===== config.mk =====
export PLATFORM = sky130hd
export DESIGN_NAME = psms_port_mode_sequencer
export DESIGN_NICKNAME = d
export VERILOG_FILES = /design/src/hw/psms_pkg.sv /design/src/hw/psms_port_mode_sequencer.sv
export SDC_FILE = /design/constraint.sdc
export NUM_CORES = 1
export LEC_CHECK = 0
export BUFFER_PORTS_ARGS = -buffer_cell sky130_fd_sc_hd__buf_4
export CAP_MARGIN = 20
export CORE_UTILIZATION = 54
export CTS_CLUSTER_DIAMETER = 100
export DETAILED_ROUTE_END_ITERATION = 8
export PLACE_DENSITY = 0.77
export SYNTH_ARGS = -nofsm -noshare
export SYNTH_HDL_FRONTEND = slang
export SYNTH_SLANG_ARGS = --single-unit

===== constraint.sdc =====
create_clock -name clk -period 3.32 [get_ports clk]
set_input_delay 0.664 -clock clk [delete_from_list [all_inputs] [get_ports clk]]
set_output_delay 0.664 -clock clk [all_outputs]
set_load 0.02 [all_outputs]

===== src/hw/psms_pkg.sv =====
/*
 * Package of the port mode sequencer: register offsets, register layouts,
 * auto-mode threshold tables, timing counts and the carrier types.
 * Assumes a 250 MHz clock and four ports behind one register block.
 */
`default_nettype none

package psms_pkg;

	// ********************************************************************
	// sizes, offsets and timing
	// ********************************************************************
	localparam int NPORTS = 4;
	localparam int CUR_W  = 12;
	localparam int CNT_W  = 25;

	localparam logic [7:0] OFS_CTRL    = 8'h00;
	localparam logic [7:0] OFS_MODE    = 8'h04;
	localparam logic [7:0] OFS_ENABLE  = 8'h08;
	localparam logic [7:0] OFS_CMD     = 8'h0C;
	localparam logic [7:0] OFS_STATUS0 = 8'h10;
	localparam logic [7:0] OFS_STEP    = 8'h04;

	localparam int HOLD_TIME_MS = 100;
	localparam int CLK_FREQ_KHZ = 250000;
	localparam int HOLD_CYCLES  = HOLD_TIME_MS * CLK_FREQ_KHZ;

	// smallest change of the first channel's current that shows a single signature
	localparam logic [CUR_W-1:0] CC_DELTA_MIN = 12'h040;

	// ********************************************************************
	// auto-mode thresholds, power in half watts, indexed by class 0..8
	// ********************************************************************
	localparam logic [7:0] SS_P2_HW [0:8] = '{8'h1F, 8'h08, 8'h0E, 8'h1F, 8'h3C,
		8'h40, 8'h4F, 8'h5B, 8'h6C};
	localparam logic [7:0] SS_P4_HW [0:8] = '{8'h1F, 8'h08, 8'h0E, 8'h1F, 8'h3C,
		8'h5A, 8'h78, 8'h96, 8'hB4};
	// dual signature: classes outside 1..5 fall back to the class 1 figure
	localparam logic [7:0] DS_P2_HW [0:8] = '{8'h08, 8'h08, 8'h0E, 8'h1F, 8'h3C,
		8'h5A, 8'h08, 8'h08, 8'h08};
	localparam logic [7:0] DS_P4_HW     = 8'hB4;
	localparam logic [7:0] TYPE1_CAP_HW = 8'h1F;
	localparam logic [1:0] ILIM_CODE [0:8] = '{2'h0, 2'h0, 2'h0, 2'h0, 2'h0,
		2'h1, 2'h1, 2'h2, 2'h2};
	localparam logic [1:0] ILIM_DUAL = 2'h3;

	// ********************************************************************
	// enumerations
	// ********************************************************************
	typedef enum logic [1:0] {
		MODE_SHUT   = 2'b00,
		MODE_MANUAL = 2'b01,
		MODE_SEMI   = 2'b10,
		MODE_AUTO   = 2'b11
	} psms_mode_t;

	typedef enum logic [2:0] {
		ST_IDLE    = 3'b000,
		ST_DETECT  = 3'b001,
		ST_CC1     = 3'b010,
		ST_CC2     = 3'b011,
		ST_CLASS   = 3'b100,
		ST_HOLD    = 3'b101,
		ST_POWERED = 3'b110
	} psms_state_t;

	typedef enum logic [1:0] {
		SIG_UNKNOWN = 2'b00,
		SIG_SINGLE  = 2'b01,
		SIG_DUAL    = 2'b10,
		SIG_INVALID = 2'b11
	} psms_sig_t;

	// ********************************************************************
	// carriers and register layouts
	// ********************************************************************
	typedef struct packed {
		logic [7:0] p2_hw;
		logic [7:0] p4_hw;
		logic [1:0] ilim;
		logic       disc_low;
	} psms_lim_t;

	typedef struct packed {
		logic det_go;
		logic meas_go;
		logic meas_force2;
		logic cls_go;
	} psms_fe_req_t;

	typedef struct packed {
		logic             det_done;
		logic             det_valid;
		logic             meas_done;
		logic [CUR_W-1:0] meas_cur;
		logic             cls_done;
		logic [3:0]       cls_val;
		logic             pd_change;
		logic [1:0]       fault;
		logic [1:0]       unplug;
	} psms_fe_rsp_t;

	typedef struct packed {
		logic [29:0] rsv;
		logic        strap_auto;
		logic        reset_all;
	} psms_ctrl_t;

	typedef struct packed {
		logic [23:0]                  rsv;
		psms_mode_t [NPORTS-1:0]      mode;
	} psms_mode_reg_t;

	typedef struct packed {
		logic [11:0]       rsv;
		logic [NPORTS-1:0] legacy;
		logic [NPORTS-1:0] four_pair;
		logic [NPORTS-1:0] disc_en;
		logic [NPORTS-1:0] cls_en;
		logic [NPORTS-1:0] det_en;
	} psms_enable_t;

	typedef struct packed {
		logic [15:0]       rsv;
		logic [NPORTS-1:0] power_off;
		logic [NPORTS-1:0] power_on;
		logic [NPORTS-1:0] det_cls;
		logic [NPORTS-1:0] detect;
	} psms_cmd_t;

	typedef struct packed {
		logic [7:0]  p4_hw;
		logic [7:0]  p2_hw;
		logic        rsv;
		psms_state_t st;
		logic        start_fault;
		logic [1:0]  pwr;
		logic        cls_known;
		logic [3:0]  cls;
		psms_sig_t   sig;
		logic        det_known;
		logic        det_valid;
	} psms_status_t;

	typedef struct packed {
		psms_state_t      st;
		logic [1:0]       pwr;
		logic             det_known;
		logic             det_valid;
		psms_sig_t        sig;
		logic             cls_known;
		logic [3:0]       cls;
		logic             with_cls;
		logic             cc_bad;
		logic             start_fault;
		psms_lim_t        lim;
		logic [CNT_W-1:0] cnt;
		logic [CUR_W-1:0] i1;
		psms_fe_req_t     req;
	} psms_port_t;

	// hreadyout sits in the lowest bit so the reset value is a plain constant
	typedef struct packed {
		psms_port_t [NPORTS-1:0] port;
		logic                    strap_taken;
		logic                    strap_auto;
		logic                    soft_rst;
		psms_mode_reg_t          mode;
		psms_enable_t            en;
		logic                    dp_valid;
		logic                    dp_write;
		logic [7:0]              dp_addr;
		logic [31:0]             hrdata;
		logic                    hresp;
		logic                    hreadyout;
	} psms_top_t;

	localparam psms_top_t TOP_RST = psms_top_t'({{($bits(psms_top_t) - 1){1'b0}}, 1'b1});

endpackage

`default_nettype wire


===== src/hw/psms_port_mode_sequencer.sv =====
/*
 * Per-port operating-mode sequencer of a four-port PoE power controller,
 * with its AHB-Lite register slave. Runs detection, connection check and
 * classification through a measurement front end and switches channel power.
 * Assumes front-end inputs synchronous to clk, one-cycle done strobes.
 */
// Notes on behaviour
// - mode field per port: 11 auto, 10 semi-auto, 01 manual, 00 shutdown; writable
// - strapped auto: detect, classify, assign limits, power, drop on unplug, enabled
// - manual: idle until commanded, then one detect or detect+class, status reported
// - manual: host may apply or remove power at any time
// - semi-auto: repeated detect/class, results reported, power only on host command
// - auto: like semi-auto, powers on alone after detect and class succeed
// - auto loads two-pair, four-pair power and four-pair current limits from class
// - shutdown: no detection, classification, power-up or threshold assignment
// - any fault removes channel power; host removal accepted at any time
// - unplug event removes power when disconnect detection is enabled
// - reset by power-up, reset pin, or reset-all bit; strap sampled then
// - later strap changes ignored until next reset
// - spare strap pin has no effect
// - single signature class 0-4 or type 1 capped: equal limits, 7.0mA threshold
// - single signature class 5-8: split limits, 3.5mA threshold
// - dual signature class 1-5: two-pair per class, four-pair 90 W, 3.5mA
// - auto single signature class 0-4 uses pair-count setting
// - connection check: two current readings, second with channel two forced
// - attach or removal during connection check gives invalid result
// - connection check only in four-pair operation, skipped for legacy type 1
// - semi-auto waits at least 100ms before repeating detection
// - power-on command needs a valid detection, otherwise start fault
`default_nettype none

module psms_port_mode_sequencer #(
	parameter int HOLD_CYC = psms_pkg::HOLD_CYCLES
) (
	// clock and reset
	input  wire logic                                           clk,
	input  wire logic                                           rstn,
	// straps
	input  wire logic                                           mode_strap_pin,
	input  wire logic                                           spare_strap_pin,
	// AHB-Lite slave
	input  wire logic                                           hsel,
	input  wire logic [31:0]                                    haddr,
	input  wire logic [1:0]                                     htrans,
	input  wire logic                                           hwrite,
	input  wire logic [2:0]                                     hsize,
	input  wire logic [31:0]                                    hwdata,
	input  wire logic                                           hready,
	output logic      [31:0]                                    hrdata,
	output logic                                                hreadyout,
	output logic                                                hresp,
	// measurement front end
	output var        psms_pkg::psms_fe_req_t [psms_pkg::NPORTS-1:0] fe_req,
	input  wire       psms_pkg::psms_fe_rsp_t [psms_pkg::NPORTS-1:0] fe_rsp,
	// power switches and limits
	output logic      [2*psms_pkg::NPORTS-1:0]                  power_en,
	output var        psms_pkg::psms_lim_t [psms_pkg::NPORTS-1:0] port_lim
);
	import psms_pkg::*;

	// ********************************************************************
	// state and lookups
	// ********************************************************************
	psms_top_t                  r_r;
	psms_top_t                  r_nxt;
	psms_lim_t [NPORTS-1:0]     lim_lu;

	psms_cmd_t                  cmd;
	psms_mode_reg_t             mode_new;
	psms_mode_reg_t             mode_wr;
	psms_enable_t               en_new;
	logic [NPORTS-1:0]          restart;
	logic [NPORTS-1:0]          sf_clr;
	psms_port_t                 p;
	psms_fe_rsp_t               f;
	psms_mode_t                 m;
	logic                       det_end;
	logic                       pass_end;
	logic                       sf_set;
	logic [1:0]                 chan;
	logic [CUR_W-1:0]           dlt;
	logic                       wr;
	logic                       addr_ok;

	function automatic psms_lim_t thr_lookup(input psms_sig_t s, input logic [3:0] c,
			input logic t1);
		psms_lim_t  l;
		logic [3:0] k;
		k = (c > 4'h8) ? 4'h0 : c;
		l.p2_hw    = SS_P2_HW[k];
		l.p4_hw    = SS_P4_HW[k];
		l.ilim     = ILIM_CODE[k];
		l.disc_low = (k >= 4'h5);
		if (s == SIG_DUAL) begin
			l.p2_hw    = DS_P2_HW[k];
			l.p4_hw    = DS_P4_HW;
			l.ilim     = ILIM_DUAL;
			l.disc_low = 1'b1;
		end else if (t1 && k >= 4'h4) begin
			l.p2_hw    = TYPE1_CAP_HW;
			l.p4_hw    = TYPE1_CAP_HW;
			l.ilim     = ILIM_CODE[0];
			l.disc_low = 1'b0;
		end
		return l;
	endfunction

	function automatic logic [31:0] rd_word(input psms_top_t s, input logic [7:0] a);
		logic [31:0]  d;
		psms_status_t st;
		psms_ctrl_t   c;
		d = 32'h0000_0000;
		c = '0;
		c.strap_auto = s.strap_auto;
		if (a == OFS_CTRL)
			d = c;
		if (a == OFS_MODE)
			d = s.mode;
		if (a == OFS_ENABLE)
			d = s.en;
		for (int k = 0; k < NPORTS; k++) begin
			st             = '0;
			st.det_valid   = s.port[k].det_valid;
			st.det_known   = s.port[k].det_known;
			st.sig         = s.port[k].sig;
			st.cls         = s.port[k].cls;
			st.cls_known   = s.port[k].cls_known;
			st.pwr         = s.port[k].pwr;
			st.start_fault = s.port[k].start_fault;
			st.st          = s.port[k].st;
			st.p2_hw       = s.port[k].lim.p2_hw;
			st.p4_hw       = s.port[k].lim.p4_hw;
			if (a == OFS_STATUS0 + 8'(k * 4))
				d = st;
		end
		return d;
	endfunction

	// ********************************************************************
	// per-port lookup and outputs
	// ********************************************************************
	for (genvar g = 0; g < NPORTS; g++) begin : g_port
		// class is taken from the strobe cycle so power and limits land together
		assign lim_lu[g]            = thr_lookup(r_r.port[g].sig, fe_rsp[g].cls_val,
			r_r.en.legacy[g]);
		assign fe_req[g]            = r_r.port[g].req;
		assign power_en[2*g +: 2]   = r_r.port[g].pwr;
		assign port_lim[g]          = r_r.port[g].lim;
	end

	assign hrdata    = r_r.hrdata;
	assign hreadyout = r_r.hreadyout;
	assign hresp     = r_r.hresp;

	// ********************************************************************
	// next state
	// ********************************************************************
	always_comb begin
		r_nxt    = r_r;
		p        = '0;
		f        = '0;
		m        = MODE_SHUT;
		det_end  = 1'b0;
		pass_end = 1'b0;
		sf_set   = 1'b0;
		chan     = 2'b00;
		dlt      = '0;
		sf_clr   = '0;
		cmd      = '0;
		wr       = r_r.dp_valid && r_r.dp_write;

		// bus: address phase, read data prepared a cycle early; always OKAY
		addr_ok        = hsel && htrans[1] && hready;
		r_nxt.dp_valid = addr_ok;
		r_nxt.dp_write = addr_ok && hwrite;
		r_nxt.dp_addr  = addr_ok ? haddr[7:0] : r_r.dp_addr;
		r_nxt.hresp    = 1'b0;
		r_nxt.hreadyout = 1'b1;
		if (addr_ok && !hwrite)
			r_nxt.hrdata = rd_word(r_r, haddr[7:0]);

		// bus: data phase writes
		mode_new = r_r.mode;
		en_new   = r_r.en;
		mode_wr  = psms_mode_reg_t'(hwdata);
		if (wr && r_r.dp_addr == OFS_MODE)
			mode_new.mode = mode_wr.mode;
		if (wr && r_r.dp_addr == OFS_ENABLE) begin
			en_new     = psms_enable_t'(hwdata);
			en_new.rsv = '0;
		end
		if (wr && r_r.dp_addr == OFS_CMD)
			cmd = psms_cmd_t'(hwdata);
		if (wr && r_r.dp_addr == OFS_CTRL)
			r_nxt.soft_rst = hwdata[0];
		for (int k = 0; k < NPORTS; k++) begin
			if (wr && r_r.dp_addr == OFS_STATUS0 + 8'(k * 4))
				sf_clr[k] = hwdata[11];
		end

		// strap is caught once, on the first edge after any reset
		if (!r_r.strap_taken) begin
			r_nxt.strap_taken = 1'b1;
			r_nxt.strap_auto  = mode_strap_pin;
			if (mode_strap_pin) begin
				for (int k = 0; k < NPORTS; k++)
					mode_new.mode[k] = MODE_AUTO;
				en_new.det_en = '1;
				en_new.cls_en = '1;
				en_new.disc_en = '1;
			end
		end
		for (int k = 0; k < NPORTS; k++)
			restart[k] = (mode_new.mode[k] != r_r.mode.mode[k]);
		r_nxt.mode = mode_new;
		r_nxt.en   = en_new;

		// ports
		for (int i = 0; i < NPORTS; i++) begin
			p        = r_r.port[i];
			f        = fe_rsp[i];
			m        = mode_new.mode[i];
			det_end  = 1'b0;
			pass_end = 1'b0;
			sf_set   = 1'b0;
			p.req    = '0;
			chan     = (r_r.en.four_pair[i] || p.sig == SIG_DUAL ||
				(p.cls_known && p.cls > 4'h4)) ? 2'b11 : 2'b01;

			if (cmd.power_on[i] && m != MODE_SHUT && p.pwr == 2'b00) begin
				if (p.det_known && p.det_valid) begin
					p.pwr = chan;
					p.st  = ST_POWERED;
				end else begin
					sf_set = 1'b1;
				end
			end

			unique case (p.st)
				ST_IDLE: begin
					if ((m == MODE_MANUAL && (cmd.detect[i] || cmd.det_cls[i])) ||
							((m == MODE_SEMI || m == MODE_AUTO) && r_r.en.det_en[i])) begin
						p.st         = ST_DETECT;
						p.req.det_go = 1'b1;
						p.det_known  = 1'b0;
						p.cls_known  = 1'b0;
						p.sig        = SIG_UNKNOWN;
						p.with_cls   = (m == MODE_MANUAL) ? cmd.det_cls[i]
							: r_r.en.cls_en[i];
					end
				end
				ST_DETECT: begin
					if (f.det_done) begin
						p.det_known = 1'b1;
						p.det_valid = f.det_valid;
						if (f.det_valid && r_r.en.four_pair[i] && !r_r.en.legacy[i]) begin
							p.st          = ST_CC1;
							p.req.meas_go = 1'b1;
							p.cc_bad      = 1'b0;
						end else begin
							p.sig   = f.det_valid ? SIG_SINGLE : SIG_INVALID;
							det_end = 1'b1;
						end
					end
				end
				ST_CC1: begin
					if (f.pd_change)
						p.cc_bad = 1'b1;
					if (f.meas_done) begin
						p.i1              = f.meas_cur;
						p.st              = ST_CC2;
						p.req.meas_go     = 1'b1;
						p.req.meas_force2 = 1'b1;
					end
				end
				ST_CC2: begin
					if (f.pd_change)
						p.cc_bad = 1'b1;
					if (f.meas_done) begin
						// a single signature makes the forced current pull channel one
						dlt = (f.meas_cur >= p.i1) ? f.meas_cur - p.i1 : p.i1 - f.meas_cur;
						if (p.cc_bad)
							p.sig = SIG_INVALID;
						else
							p.sig = (dlt >= CC_DELTA_MIN) ? SIG_SINGLE : SIG_DUAL;
						det_end = 1'b1;
					end
				end
				ST_CLASS: begin
					if (f.cls_done) begin
						p.cls       = f.cls_val;
						p.cls_known = 1'b1;
						pass_end    = 1'b1;
					end
				end
				ST_HOLD: begin
					if (p.cnt == '0)
						p.st = ST_IDLE;
					else
						p.cnt = p.cnt - 1'b1;
				end
				ST_POWERED: begin
				end
				default: begin
					p.st = ST_IDLE;
				end
			endcase

			if (det_end) begin
				if (p.det_valid && p.sig != SIG_INVALID && p.with_cls) begin
					p.st         = ST_CLASS;
					p.req.cls_go = 1'b1;
				end else begin
					pass_end = 1'b1;
				end
			end
			if (pass_end) begin
				if (m == MODE_MANUAL) begin
					p.st = ST_IDLE;
				end else if (m == MODE_AUTO && p.det_valid && p.sig != SIG_INVALID &&
						p.cls_known) begin
					p.lim = lim_lu[i];
					p.pwr = (r_r.en.four_pair[i] || p.sig == SIG_DUAL ||
						p.cls > 4'h4) ? 2'b11 : 2'b01;
					p.st  = ST_POWERED;
				end else begin
					p.st  = ST_HOLD;
					p.cnt = CNT_W'(HOLD_CYC - 1);
				end
			end

			// removal applies in every mode and state
			p.pwr = p.pwr & ~f.fault;
			if (r_r.en.disc_en[i])
				p.pwr = p.pwr & ~f.unplug;
			if (cmd.power_off[i])
				p.pwr = 2'b00;
			if (p.st == ST_POWERED && p.pwr == 2'b00)
				p.st = ST_IDLE;

			// a mode change drops the port back to a clean start
			if (restart[i] || m == MODE_SHUT) begin
				p.st  = ST_IDLE;
				p.pwr = 2'b00;
				p.req = '0;
				p.cnt = '0;
			end
			// a new fault wins over a clear in the same cycle
			p.start_fault   = (r_r.port[i].start_fault && !sf_clr[i]) || sf_set;
			r_nxt.port[i]   = p;
		end

		if (r_r.soft_rst)
			r_nxt = TOP_RST;
	end

	// ********************************************************************
	// registers
	// ********************************************************************
	always_ff @(posedge clk or negedge rstn) begin
		if (!rstn)
			r_r <= TOP_RST;
		else
			r_r <= r_nxt;
	end

endmodule

`default_nettype wire


==> results.txt <==
Sequential area share after synthesis = 35.8%
Final setup margin = -307 ps
Max-Cap Viols = 0
Gpl congestion = 1.01
Ranking of synthesized cells by area = dfrtp_1 (36%), a21oi_1 (6.0%), nand2_1 (5.8%)
Post-synthesis mux area share = 2.13%
Largest family of logic cells by synthesized area = compound AO/OA/AOI/OAI gates
Critical Path RT = 3810 ps
Routed WL per cell = 21.4 µm
Synth Register Bits = 373
Antenna violations before repair = 8
Util after Layout = 73.7%
Slew headroom = 25.6%
Die W = 222 µm
Place WS = -905 ps
Synth Area in Adders = 6.18%
Setup crit start = r_r[34]
Dpl hpwl = 67.8 mm
Leakage = 0.0160 µW
Reg-to-reg startpoint = r_r[34]
Drt drc = 0
Routed wire length = 92.4 mm
Rows = 80
Worst reg-to-reg setup slack = -310 ps
Ys async rst share = 100%
Share of layout cells above drive strength 1 = 33.1%
Yosys top cell area share = 35.8%
Root Driver = clkbuf_16
Top Ports = 310
PwrDens = 449 nW/µm²
Port buffer count = 262
Unrepaired setup endpoints after global routing = true
All-Layer GR Usage = 36.7%
Worst Skew = 24.0 ps
Clock transition at path regs = 60 ps
DIE HEIGHT = 222 µm
Setup Crit Path Kind = register to register
Initial Util = 54.7%
Synthesized instance count = 3,104
Final setup vio count = 184
Worst path cell trace = buf_4, nor4b_4, buf_4, nand3_4, a211oi_4, mux2i_2, o211ai_1, and3_1, and4bb_2, a211oi_4, nor2_4, buf_6, nor2_4, mux2_4
Post-synth top area cell = dfrtp_1
Critical path fanouts, max = 6
Status = finished with violations
CP arrival = 4110 ps
Commonest non-fill, non-tap cell in the layout = buf_4
Area grow syn2layout = 34.8%
Most frequent cells in the layout = buf_4 (723), nand2_1 (389), dfrtp_1 (370)
Main flop type after synthesis = dfrtp_1
R2R cell count = 14
CTS Buf Count = 44
Synth cell types = 110
Worst Setup EP = port_lim[39]
Simple-Gate Fraction of Synth Area = 21.7%
CP peak stage delay = 410 ps
CP max stage cell = mux2i_2
Final Cell Area = 35,100 µm²
Overall die area = 49,100 µm²
Detailed Routing Iterations Pass 1 = 7
Vias/cell = 6.19
Post-layout min period = 3630 ps
Remaining antenna violation count = 0
CTS H-tree lvls = 2
Fin. Hold Viols = 0
First-pass GRT wire length = 144 mm
Via count = 26,710
Global route overflow = 0
Largest net degree at the start of global routing = 71
Sink Count = 373
Startpoint Class = register
Placeable Area = 47,600 µm²
Max Fclk = 276 MHz
Complex-gate fraction of the synthesized area = 22.3%
Worst Hold Class = primary input to asynchronous set/reset pin
Max-slew violations = 0
Fin crit share = 109%
Hold-fix buffers at CTS = 0
Syn_area_per_cell = 8.40 µm²
Via count of the first global-routing pass = 26,386
Ys Warns = 0
CTS tree = done
DRT iter0 DRCs = 2,623
Max IR drop VDD = 0.377 mV
Slew at the pin with the worst max-slew slack = 1110 ps
Worst skew pair latency = 610 ps
Synth Area in XOR/XNOR = 3.16%
CTS max path bufs = 3
R2r endpoint = port_lim[39]
Synthesized cell area = 26,100 µm²
Final net count = 3,964
Failing checks = setup timing
CP Capture Type = register
Post-synth EDFFs = 0
Placed instance area = 31,600 µm²
-- cell families after synthesis --
logic type	Yosys count
multiplexers	49
XOR/XNOR	94
AO/OA/AOI/OAI	883
AND/OR/NAND/NOR	1140
other	2
adder cells (fa/ha/maj)	124
buffers and inverters	439
flip-flops	373
-- worst max-delay path: cells and delay by family (launching register included) --
| family | cells | cell delay [ps] |
|---|---|---|
| AND/OR/NAND/NOR | 6 | 1070 |
| AO/OA/AOI/OAI | 3 | 790 |
| multiplexers | 2 | 730 |
| buffers and inverters | 3 | 520 |
| flip-flops | 1 | 390 |
-- flip-flops by register name, indices dropped and copies added, names as in the netlist --
| signal | count |
|---|---|
| hrdata | 32 |
| port_lim | 68 |
| fe_req | 16 |
| power_en | 8 |
| r_r | 249 |
-- stage by stage --
stage,total power (µW),cells,hold slack (ps),TNS (ps)
floorplan,8280,3108,368,-32800
global placement,9910,4171,467,-112310
detailed placement,10000,4171,474,-125650
CTS,15500,4298,58.5,-21720
global route,16400,4312,63.0,-53880
finish,15800,4316,10.7,-34220
-- cells in the mapped netlist, types with 15 or more instances --
cell type  number
nand2_1       400
dfrtp_1       373
a21oi_1       310
nor2_1        235
inv_1         160
buf_4         149
o21ai_0       144
ha_1          116
clkbuf_1      103
nor3_1         79
xnor2_1        66
nand3_1        63
a31oi_1        52
nor2b_1        43
and3_1         41
nand2b_1       41
mux2i_1        37
nor4_1         35
a21o_1         33
a22o_1         33
or3_1          31
xor2_1         28
o22ai_1        27
nand4_1        25
a221oi_1       24
and2_1         24
o211ai_1       24
or4_1          21
buf_2          19
nor3b_1        19
o31ai_1        19
o2bb2ai_1      17
a211oi_1       16
a22oi_1        16
o21a_1         16
nand3b_1       15
-- final cells by class --
class,count,area [µm²]
multi-input combinational,2297,16500
fill,3461,12500
sequential,373,9340
timing repair buffer,788,6410
clock buffer,63,1280
tap,615,769
inverter,160,649
clock inverter,15,189
antenna,5,12.5
-- report_power, final --
group          internal (µW)  switching, µW  total (µW)  leakage, µW
Combinational           2330           2690        5020       0.0103
Sequential              5040            679        5710      0.00500
Clock                   2990           2040        5030     0.000727
Total                  10400           5410       15800       0.0160
-- layer usage --
layer	vias to the layer above	wire [µm]	track usage, %
met5	-	63	0
met3	321	7330	6.68
li1	12117	-	-
met2	1249	42600	59.5
met1	13015	37100	47.0
met4	8	5270	19.2
-- worst min-delay path by stage --
stage,slack (ps),cells after the start,from,end
floorplan,370,0,rstn,fe_req[0]
global placement,470,2,hrdata[16],hrdata[16]
detailed placement,470,2,hrdata[26],hrdata[26]
CTS,60,1,rstn,port_lim[11]
global route,60,1,rstn,port_lim[10]
finish,10,1,rstn,port_lim[17]
-- what timing repair did --
action / CTS / global route
gates cloned: 4 / 6
endpoints found under the setup margin: 190 / 192
pin swaps: 77 / 52
resized for setup: 190 / 110
buffers inserted: 46 / 11
Power figures use the tool's default switching activity.
